## src/hw/tpo_params.svh

```systemverilog
// Register map, field positions, reset values and divider constants
`ifndef TPO_PARAMS_SVH
`define TPO_PARAMS_SVH

`define TPO_ADDR_TRIG       8'h57
`define TPO_ADDR_OVR        8'h58
`define TPO_ADDR_TRIM       8'h59

`define TPO_TRIG_RESET      8'h00
`define TPO_OVR_RESET       8'h00
`define TPO_TRIM_RESET      8'h00

`define TPO_TRIG_EN_BIT     7
`define TPO_TRIG_MODE_MSB   2
`define TPO_TRIG_MODE_LSB   0
`define TPO_OVR_EN_BIT      7
`define TPO_DIVD_MSB        5
`define TPO_DIVD_LSB        4
`define TPO_DIVC_MSB        3
`define TPO_DIVC_LSB        2
`define TPO_SE_BIT          1
`define TPO_PLLEN_BIT       0
`define TPO_TRIM_MSB        6

// Trigger source codes
`define TPO_MODE_UI16       3'h0
`define TPO_MODE_UI64       3'h2
`define TPO_MODE_TSTAMP     3'h3

// Half period of 16 UI is 8 UI = 2**3 serializer cycles
`define TPO_TRIG_BASE_LOG2  3
// Divide-by-2 toggles on every rising reference edge = 2**0
`define TPO_REF_BASE_LOG2   0
`define TPO_DIV_CW          6

`endif

```

## src/hw/tpo_pkg.sv

```systemverilog
// Types shared by the trigger output and PLL override logic
package tpo_pkg;
    typedef enum logic [1:0] {
        TPO_DR_OFF,
        TPO_DR_DIV1,
        TPO_DR_DIV2,
        TPO_DR_DIV4
    } tpo_divref_e;
endpackage : tpo_pkg

```

## src/hw/tpo_div_if.sv

```systemverilog
// Control and output of one clock divider
`timescale 1ns/1ps
interface tpo_div_if;
    logic       run;
    logic [1:0] sel;
    logic       step;
    logic       out;
    modport ctrl (output run, output sel, output step, input out);
    modport div  (input run, input sel, input step, output out);
endinterface : tpo_div_if

```

## src/hw/tpo_divider.sv

```systemverilog
// Toggle divider: output flips after 2**(BASE_LOG2+sel) step pulses
`timescale 1ns/1ps
`include "tpo_params.svh"
module tpo_divider #(
    parameter int BASE_LOG2 = `TPO_TRIG_BASE_LOG2,
    parameter int CW        = `TPO_DIV_CW
) (
    input  wire logic clk,
    input  wire logic rst_b,
    tpo_div_if.div    dif
);
    logic [CW-1:0] cnt_q;
    logic [CW-1:0] cnt_d;
    logic          out_q;
    logic          out_d;
    logic [CW-1:0] limit;

    always_comb begin
        limit = CW'((1 << (BASE_LOG2 + int'(dif.sel))) - 1);
        cnt_d = cnt_q;
        out_d = out_q;
        // Stopped divider restarts phase-aligned from a low level
        if (!dif.run) begin
            cnt_d = '0;
            out_d = 1'b0;
        end else if (dif.step) begin
            if (cnt_q >= limit) begin
                cnt_d = '0;
                out_d = ~out_q;
            end else begin
                cnt_d = cnt_q + CW'(1);
            end
        end
    end

    always_ff @(posedge clk or negedge rst_b) begin
        if (!rst_b) begin
            cnt_q <= '0;
            out_q <= 1'b0;
        end else begin
            cnt_q <= cnt_d;
            out_q <= out_d;
        end
    end

    assign dif.out = out_q;
endmodule : tpo_divider

```

## src/hw/tpo_top.sv

```systemverilog
// Trigger output source selection and PLL pin override registers
//
// Summary of operation
// - Enable bit 7 turns trigger output buffer on, and the divider in modes 0-2, else off.
// - Mode 0/1/2 give 16/32/64 UI clocks, 3 timestamp, 4-7 reserved.
// - Modes up to 2 derive from serializer clock; reinit interrupts them.
// - Override bit 7 picks register fields over configuration pins.
// - Bits 5:4 set second divided output: off, /1, /2, /4 under override.
// - Second divided output never clocks unless the first one clocks.
// - Bits 3:2 set first divided output: off, /1, /2, /4 under override.
// - Under override, bit 1 selects the single-ended reference input.
// - Under override, bit 0 enables the PLL instead of the pin.
// - Trim register holds 7-bit value, set by calibration or software.
`timescale 1ns/1ps
`include "tpo_params.svh"
module tpo_top (
    input  wire logic       clk,
    input  wire logic       rst_b,
    // Register port behind the serial control interface
    input  wire logic       reg_wr_en,
    input  wire logic       reg_rd_en,
    input  wire logic [7:0] reg_addr,
    input  wire logic [7:0] reg_wdata,
    output logic      [7:0] reg_rdata,
    // Calibration engine access to the trim value
    input  wire logic       cal_trim_load,
    input  wire logic [6:0] cal_trim_value,
    output logic      [6:0] oscillator_trim_value,
    // Serializer reinitialisation in progress
    input  wire logic       ser_reinit,
    // Asynchronous pins
    input  wire logic       timestamp_input,
    input  wire logic       pll_ref_clock_in,
    input  wire logic       pll_enable_pin,
    input  wire logic       ref_type_pin,
    input  wire logic       clock_config_pin_a,
    input  wire logic       clock_config_pin_b,
    // Outputs
    output logic            trigger_output_pin,
    output logic            trigger_buffer_on,
    output logic            first_divref_output,
    output logic            second_divref_output,
    output logic            pll_enable_out,
    output logic            single_ended_ref_select
);
    import tpo_pkg::*;

    function automatic tpo_divref_e to_divref(input logic [1:0] bits);
        return tpo_divref_e'(bits);
    endfunction : to_divref

    ////////////////////////////////////////////////////////////////////////
    // Pin synchronisers
    localparam int NP = 6;
    logic [NP-1:0] pin_raw;
    logic [NP-1:0] sync1_q;
    logic [NP-1:0] sync2_q;
    logic          ref_prev_q;
    logic          ref_prev_d;

    assign pin_raw = {timestamp_input, pll_ref_clock_in, pll_enable_pin,
                      ref_type_pin, clock_config_pin_b, clock_config_pin_a};

    always_comb begin
        ref_prev_d = sync2_q[4];
    end

    always_ff @(posedge clk or negedge rst_b) begin
        if (!rst_b) begin
            sync1_q    <= '0;
            sync2_q    <= '0;
            ref_prev_q <= 1'b0;
        end else begin
            sync1_q    <= pin_raw;
            sync2_q    <= sync1_q;
            ref_prev_q <= ref_prev_d;
        end
    end

    logic       ts_s;
    logic       ref_s;
    logic       ref_rise;
    logic [1:0] cfg_s;
    assign ts_s     = sync2_q[5];
    assign ref_s    = sync2_q[4];
    assign cfg_s    = sync2_q[1:0];
    assign ref_rise = ref_s & ~ref_prev_q;

    ////////////////////////////////////////////////////////////////////////
    // Registers
    logic [7:0] trig_q, trig_d;
    logic [7:0] ovr_q, ovr_d;
    logic [6:0] trim_q, trim_d;
    logic [7:0] rdata_q, rdata_d;

    always_comb begin
        trig_d  = trig_q;
        ovr_d   = ovr_q;
        trim_d  = trim_q;
        rdata_d = rdata_q;
        if (reg_wr_en) begin
            // Reserved bits are not stored and read back as zero
            unique case (reg_addr)
                `TPO_ADDR_TRIG: trig_d = reg_wdata & 8'h87;
                `TPO_ADDR_OVR:  ovr_d  = reg_wdata & 8'hbf;
                `TPO_ADDR_TRIM: trim_d = reg_wdata[`TPO_TRIM_MSB:0];
                default: ;
            endcase
        end
        // Calibration result overrides a same-cycle software write
        if (cal_trim_load) begin
            trim_d = cal_trim_value;
        end
        if (reg_rd_en) begin
            unique case (reg_addr)
                `TPO_ADDR_TRIG: rdata_d = trig_q;
                `TPO_ADDR_OVR:  rdata_d = ovr_q;
                `TPO_ADDR_TRIM: rdata_d = {1'b0, trim_q};
                default:        rdata_d = 8'h00;
            endcase
        end
    end

    always_ff @(posedge clk or negedge rst_b) begin
        if (!rst_b) begin
            trig_q  <= `TPO_TRIG_RESET;
            ovr_q   <= `TPO_OVR_RESET;
            trim_q  <= 7'(`TPO_TRIM_RESET);
            rdata_q <= 8'h00;
        end else begin
            trig_q  <= trig_d;
            ovr_q   <= ovr_d;
            trim_q  <= trim_d;
            rdata_q <= rdata_d;
        end
    end

    assign reg_rdata             = rdata_q;
    assign oscillator_trim_value = trim_q;

    ////////////////////////////////////////////////////////////////////////
    // Dividers
    tpo_div_if trig_if ();
    tpo_div_if divc_if ();
    tpo_div_if divd_if ();

    logic        trig_en;
    logic [2:0]  trig_mode;
    logic        ovr_en;
    tpo_divref_e divc_mode;
    tpo_divref_e divd_mode;

    assign trig_en   = trig_q[`TPO_TRIG_EN_BIT];
    assign trig_mode = trig_q[`TPO_TRIG_MODE_MSB:`TPO_TRIG_MODE_LSB];
    assign ovr_en    = ovr_q[`TPO_OVR_EN_BIT];

    always_comb begin
        // Source picked by override bit
        if (ovr_en) begin
            divc_mode = to_divref(ovr_q[`TPO_DIVC_MSB:`TPO_DIVC_LSB]);
            divd_mode = to_divref(ovr_q[`TPO_DIVD_MSB:`TPO_DIVD_LSB]);
        end else begin
            // Pin mode: first output follows pins, second tracks above /1
            divc_mode = to_divref(cfg_s);
            divd_mode = (cfg_s[1]) ? to_divref(cfg_s) : TPO_DR_OFF;
        end
        if (divc_mode == TPO_DR_OFF) begin
            divd_mode = TPO_DR_OFF;
        end
    end

    // Serializer reinit stops the UI divider, so the output holds low
    assign trig_if.run  = trig_en && (trig_mode <= `TPO_MODE_UI64)
                          && !ser_reinit;
    assign trig_if.sel  = trig_mode[1:0];
    assign trig_if.step = 1'b1;

    assign divc_if.run  = divc_mode inside {TPO_DR_DIV2, TPO_DR_DIV4};
    assign divc_if.sel  = {1'b0, divc_mode == TPO_DR_DIV4};
    assign divc_if.step = ref_rise;
    assign divd_if.run  = divd_mode inside {TPO_DR_DIV2, TPO_DR_DIV4};
    assign divd_if.sel  = {1'b0, divd_mode == TPO_DR_DIV4};
    assign divd_if.step = ref_rise;

    tpo_divider #(.BASE_LOG2(`TPO_TRIG_BASE_LOG2), .CW(`TPO_DIV_CW))
        u_trig_div (.clk(clk), .rst_b(rst_b), .dif(trig_if));
    tpo_divider #(.BASE_LOG2(`TPO_REF_BASE_LOG2), .CW(`TPO_DIV_CW))
        u_divc (.clk(clk), .rst_b(rst_b), .dif(divc_if));
    tpo_divider #(.BASE_LOG2(`TPO_REF_BASE_LOG2), .CW(`TPO_DIV_CW))
        u_divd (.clk(clk), .rst_b(rst_b), .dif(divd_if));

    ////////////////////////////////////////////////////////////////////////
    // Output stage
    logic trig_out_q, trig_out_d;
    logic buf_on_q, buf_on_d;
    logic divc_out_q, divc_out_d;
    logic divd_out_q, divd_out_d;
    logic pll_en_q, pll_en_d;
    logic se_q, se_d;

    function automatic logic divref_level(input tpo_divref_e m,
                                          input logic ref_lvl,
                                          input logic div_lvl);
        unique case (m)
            TPO_DR_OFF:  return 1'b0;
            TPO_DR_DIV1: return ref_lvl;
            TPO_DR_DIV2,
            TPO_DR_DIV4: return div_lvl;
        endcase
        return 1'b0;
    endfunction : divref_level

    always_comb begin
        buf_on_d   = trig_en;
        trig_out_d = 1'b0;
        if (trig_en) begin
            if (trig_mode <= `TPO_MODE_UI64) begin
                trig_out_d = trig_if.out;
            end else if (trig_mode == `TPO_MODE_TSTAMP) begin
                trig_out_d = ts_s;
            end else begin
                trig_out_d = 1'b0;
            end
        end
        divc_out_d = divref_level(divc_mode, ref_s, divc_if.out);
        divd_out_d = divref_level(divd_mode, ref_s, divd_if.out);
        pll_en_d   = ovr_en ? ovr_q[`TPO_PLLEN_BIT] : sync2_q[3];
        se_d       = ovr_en ? ovr_q[`TPO_SE_BIT] : sync2_q[2];
    end

    always_ff @(posedge clk or negedge rst_b) begin
        if (!rst_b) begin
            trig_out_q <= 1'b0;
            buf_on_q   <= 1'b0;
            divc_out_q <= 1'b0;
            divd_out_q <= 1'b0;
            pll_en_q   <= 1'b0;
            se_q       <= 1'b0;
        end else begin
            trig_out_q <= trig_out_d;
            buf_on_q   <= buf_on_d;
            divc_out_q <= divc_out_d;
            divd_out_q <= divd_out_d;
            pll_en_q   <= pll_en_d;
            se_q       <= se_d;
        end
    end

    assign trigger_output_pin      = trig_out_q;
    assign trigger_buffer_on       = buf_on_q;
    assign first_divref_output     = divc_out_q;
    assign second_divref_output    = divd_out_q;
    assign pll_enable_out          = pll_en_q;
    assign single_ended_ref_select = se_q;
endmodule : tpo_top

```

## config.mk

```make
export PLATFORM = sky130hd
export DESIGN_NAME = tpo_top
export DESIGN_NICKNAME = d
export VERILOG_FILES = /design/src/hw/tpo_pkg.sv /design/src/hw/tpo_div_if.sv /design/src/hw/tpo_divider.sv /design/src/hw/tpo_top.sv
export VERILOG_INCLUDE_DIRS = /design/src /design/src/hw
export SDC_FILE = /design/constraint.sdc
export NUM_CORES = 1
export LEC_CHECK = 0
export BUFFER_PORTS_ARGS = -buffer_cell sky130_fd_sc_hd__buf_4
export CORE_MARGIN = 4
export CORE_UTILIZATION = 45
export CTS_BUF_LIST = sky130_fd_sc_hd__clkbuf_4
export CTS_CLUSTER_SIZE = 24
export DETAILED_ROUTE_END_ITERATION = 8
export GPL_TIMING_DRIVEN = 0
export HOLD_SLACK_MARGIN = 0.15
export PLACE_DENSITY_LB_ADDON = 0.15
export RECOVER_POWER = 25
export SYNTH_ARGS = -nofsm -noshare
export SYNTH_HDL_FRONTEND = slang
export SYNTH_SLANG_ARGS = --single-unit
export TNS_END_PERCENT = 100
```

## constraint.sdc

```tcl
create_clock -name clk -period 3.2 [get_ports clk]
set_input_delay 0.32 -clock clk [delete_from_list [all_inputs] [get_ports clk]]
set_output_delay 0.32 -clock clk [all_outputs]
set_load 0.005 [all_outputs]
```

# After elaboration in Yosys (flattened, before gate mapping)
# Index checks and enable logic that the tools add are counted.
# totals
output_inout_bits,21
regBits,66
in_bits,35
word_cells,106
# op_classes
bitwise,5
shifts,3
magnitude_cmp,4
eq_ne,15
muxes,35
reduce_logical,18
n_addsub,7
# op_table
cell,count
6-bit 2-to-1 mux,8
1-bit by 32-bit << shifter with 6-bit output (first input constant),1
8-bit by 7-bit equality test with 1-bit output (second input constant),3
8-bit case mux with 3 select lines,1
7-bit 2-to-1 mux,3
6-bit by 1-bit adder with 6-bit output (second input constant),3
6-bit greater-or-equal comparator,3
6-bit by 2-bit subtractor with 6-bit output (second input constant),3
1-bit 2-to-1 mux,17
1-bit by 1-bit << shifter with 6-bit output (first input constant),2
2-bit != test (second input constant),5
2-bit AND reduction,5
2-bit equality test (second input constant),4
2-bit 2-to-1 mux,4
2-bit nonzero test,4
4-bit OR reduction,2
1-bit case mux with 3 select lines,2
2-bit by 1-bit equality test with 1-bit output (second input constant),2
2-bit zero test,2
1-bit NOT,4
2-bit OR reduction,2
2-bit by 2-bit adder with 3-bit output (first input constant),1
3-bit by 2-bit equality test with 1-bit output (second input constant),1
3-bit by 2-bit <= comparator with 1-bit output (second input constant),1
other kinds (3),4

# Longest topological paths before layout
# depth
ltp_word,10
depth_mapped,9
ltp_nobuf,8

# By module
# Synthesis repeated with hierarchy kept, for this count alone.
# hier_totals
cells_unflattened,288
hier_area_um2,3379.5
# modules_own_cells
mod,seq_area_each_um2,area_per_inst_um2,cells_per_inst,instances
tpo_top,1126.1,1891.8,138,1
tpo_divider (u_divc ...),175.2,462.9,46,2
tpo_divider (u_trig_div),175.2,561.8,58,1

# Worst setup path before layout
# OpenSTA, ideal clock, no wires.
# synth_path
path_type,reg-to-reg
startpoint,reg ovr_q[3]
endpoint,reg u_divd.cnt_q[3]
path_stages_with_launch,9
setup_ns,0.063
arrival_time_ns,2.144
synth_period_minus_slack_ns,2.208
t_required_ns,3.137
n_path_buf,0
path_slack_ns,0.992
path_cell_list,dfrtp_1 or2_2 a31oi_4 nor2_1 ha_1 nor3_1 a21oi_1 or2_1 o21ba_2
# synth_via
elab_chain_len,10
word_cells_on_any_way,13
cone_classes,1 x add/sub; 1 x order compare; 3 x eq/ne; 1 x shift; 5 x mux; 2 x reduce/logical
# synth_lines
element,line,rtl
"start, declared",tpo_top.sv:92,"logic [7:0] ovr_q, ovr_d;"
"start signal, assigned",tpo_top.sv:127,ovr_q <= `TPO_OVR_RESET;
"start signal, assigned",tpo_top.sv:132,ovr_q <= ovr_d;
2-bit 2-to-1 mux (*),tpo_top.sv:159,if (ovr_en) begin
2-bit zero test (*),tpo_top.sv:167,if (divc_mode == TPO_DR_OFF) begin
2-bit 2-to-1 mux (*),tpo_top.sv:167,
2-bit equality test,"tpo_top.sv:181, tpo_top.sv:182",
1-bit by 1-bit << shifter with 6-bit output,tpo_divider.sv:19,limit = CW'((1 << (BASE_LOG2 + int'(dif.sel))) - 1);
6-bit by 2-bit subtractor with 6-bit output,tpo_divider.sv:19,
6-bit greater-or-equal comparator,tpo_divider.sv:27,if (cnt_q >= limit) begin
6-bit 2-to-1 mux,tpo_divider.sv:27,
6-bit 2-to-1 mux,tpo_divider.sv:26,end else if (dif.step) begin
6-bit 2-to-1 mux,tpo_divider.sv:23,if (!dif.run) begin
"end signal, assigned",tpo_divider.sv:41,cnt_q <= cnt_d;
"end, declared",tpo_divider.sv:12,logic [CW-1:0] cnt_q;
# Mark *: on every way between the ends. The rest lies on a longest branch, timed or not. The select of a mux whose other input is x is not followed.
# A chain may end at the register's enable or synchronous reset.

# Final worst setup path
# Same ends and word-level chain as after synthesis.

==> results.yml <==
sta:
  finalCritPeriodShare_pct: 75.44
  tightestPinTransition_ns: 1.582
  period_needed_ns: 2.414
  setup_violations: 0
  clock_skew_ns: 0.008683
  slew_violations: 67
  relSlewSlack_pct: -5.454
  hold_viol_final: 0
  rsz0062_at_grt: "false"
  tns_ns: 0
  clock.fmax_mhz: 414.2
detailed_routing:
  drt_first_pass_iters: 4
  vias_per_cell: 5.227
  top_layer: "met4"
  wire_per_inst_um: 14.79
  drtAntennaViolNets: 0
  wl_um: 6062
  m1WireLength_um: 2776
  via_count: 2143
  drtIter0Drc: 41
  drc: 0
  route.met2.wl_um: 3002
  wl_met3_um: 215
clock_network:
  cts_buffer_depth: 2
  cts_resized: 0
  cts_inserted_buffers: 9
  clock_sinks: 66
  root_buffer: "clkbuf_4"
  clkTransAtPathRegs_ns: 0.10
  clkLatencyLatePin_ns: 0.39
  cts_tree: "yes"
  cts.htree.levels: 3
  postCtsSetupBuffers: 0
logic_synthesis:
  yosysUniqueCellTypes: 48
  synth_mux_area_share_pct: 8.977
  seq_area_frac_synth_pct: 55.11
  synth-simple-area-share_pct: 14.95
  synth-edff-count: 0
  syn_area_per_cell_um2: 11.94
  synth-seq-cells: 66
  syn_nets: 296
  syn_inst: 251
  syn_area_um2: 2997
  synth-xor-area-share_pct: 1.754
  synth_fa_ha_area_share_pct: 4.175
  synth_ff_type: "dfrtp_1"
  synth_top_family_by_area: "simple AND/OR/NAND/NOR gates"
  synth_compound_area_share_pct: 12.23
  async_flop_share_pct: 100.0
  yosysWarnings: 0
place:
  place_area_um2: 3498
  finalWeightedCongestion: 0.7862
  io_buffers: 54
  dp_hpwl_um: 4336
power:
  total_power_mw: 1.570
  p_leak_nw: 1.780
  powerDensity_nw_per_um2: 420.8
  irDropWorstVdd_mv: 0.2613
run_status:
  status: "finished with violations"
  violations: "max-capacitance violations, max-slew violations"
global_route:
  track_usage_pct: 16.62
  grt_pass1_vias: 2059
  overflow: 0
  grt_pass1_wl_um: 10060
  grt_max_degree: 67
  antenna_found_initial: 0
worst_setup_path:
  arrival_ns: 2.75
  crit_chain: "or2_2, a31oi_4, nor2_1, ha_1, nor3_1, a21oi_1, or2_1, o21ba_2"
  worstSetupPathType: "reg2reg"
  critPathTopFamily: "simple AND/OR/NAND/NOR gates"
  cp_num_buf_inv: 0
  crit_slowest_cell: "dfrtp_1"
  cp-start-kind: "register"
  critical_path_required_ns: 3.53
  crit_fanout: 6
  cpPeakStageDelay_ns: 0.45
  crit_path_end_kind: "register"
min_path:
  hold_path_class: "in2reg"
finish:
  final_cell_mix: "66 x dfrtp_1, 47 x buf_4, 22 x nor2_1"
  fin_nets: 374
  diodes: 0
  areaGrowthSynthToFinish_pct: 24.55
  layout_commonest_cell: "dfrtp_1"
  drive_gt1_share_pct: 27.93
  fin_area_um2: 3732
floorplan:
  die_width_um: 89.61
  rows: 29
  initial_utilization_pct: 46.66
  die_y_um: 89.61
  io_pins: 56
  core_area_um2: 6422
  die_area_um2: 8029
flow_run:
  drv_cap: 1
-- metrics by stage --
step	worst slack (ns)	utilization (%)	cells	hold slack, ns
global placement	0.8028	54.47	382	0.3329
finish	0.7859	58.11	410	0.1737
detailed placement	0.8181	54.47	382	0.3362
CTS	0.7831	58.46	410	0.1517
global route	0.5726	58.11	410	0.1550
floorplan	0.9923	-	251	0.02441
-- what timing repair did --
item                                    4_1_cts  5_1_grt
endpoints found under the setup margin        0        0
hold buffers                                 13        0
hold endpoints to repair                     78        0
-- worst paths after layout --
kind	start	endpoint	slack [ns]	depth (start not counted)
worst max register to register	ovr_q[3]	u_divd.cnt_q[3]	0.79	8
max in group asynchronous	rst_b	reg_rdata[4]	1.40	2
worst min register to register	sync1_q[2]	sync2_q[2]	0.36	0
worst max-delay path	ovr_q[3]	u_divd.cnt_q[3]	0.79	8
min in group asynchronous	rst_b	u_trig_div.cnt_q[3]	0.86	2
worst min-delay path	cal_trim_value[0]	oscillator_trim_value[0]	0.17	3
-- kinds of logic (layout without fill, tap and decap cells) --
group | after synthesis | in the layout
other cells | 1 | 1
buf+inv | 14 | 96
xor+xnor | 6 | 6
simple gates | 81 | 81
compound gates | 52 | 52
flops | 66 | 66
fa+ha+maj | 10 | 10
mux | 21 | 21
-- worst reg2reg max path, cell delays in order (launching register included) --
cell,delay [ns]
dfrtp_1,0.45
or2_2,0.32
a31oi_4,0.25
nor2_1,0.08
ha_1,0.27
nor3_1,0.32
a21oi_1,0.16
or2_1,0.28
o21ba_2,0.24
-- Yosys cell counts (2+ instances only) --
master	n	share of area (%)
dfrtp_1	66	55
nor2_1	22	2.8
nand2_1	18	2.3
a21oi_1	17	2.8
ha_1	10	4.2
mux2_2	9	3.4
nor2b_1	9	1.9
a31oi_1	8	1.7
nand3_1	8	1.3
inv_1	7	0.88
mux2_4	7	3.5
o21a_1	6	1.5
a22oi_1	5	1.3
o2bb2ai_1	5	1.5
mux2i_1	4	1.3
nand4_1	4	0.83
xnor2_1	4	1.2
buf_6	3	1.1
nor3_1	3	0.50
a221o_1	2	0.67
and3_1	2	0.42
clkbuf_1	2	0.25
nand2_4	2	0.75
nand2b_1	2	0.42
nor3b_1	2	0.50
xor2_1	2	0.58
-- area by class of cell --
cell class | instances | area, um^2
Buffer | 7 | 45.04
Clock inverter | 4 | 43.79
Tap cell | 77 | 96.34
Sequential cell | 66 | 1652
Multi-Input combinational cell | 171 | 1257
Fill cell | 544 | 2690
Inverter | 7 | 26.28
Clock buffer | 11 | 82.58
Timing Repair Buffer | 67 | 529.3
-- report_power, final --
group	switching [mW]	internal, mW	total (mW)
combinational	0.0765	0.0912	0.168
clock	0.272	0.247	0.519
sequential	0.0207	0.863	0.884
-- flip-flops by register name, summed over array words and instances (netlist names), 4 cells and up --
| register | flops |
|---|---|
| ovr_q | 7 |
| sync1_q | 6 |
| trig_q | 4 |
| u_divd.cnt_q | 6 |
| oscillator_trim_value | 7 |
| u_trig_div.cnt_q | 6 |
| sync2_q | 6 |
| reg_rdata | 8 |
| u_divc.cnt_q | 6 |
-- per-layer routing --
layer	global-route usage, %	up-vias
met5	0	-
met4	5.683	0
met3	4.380	7
met2	25.40	30
met1	23.00	1048
li1	-	1058
(Power assumes the default switching activity.)
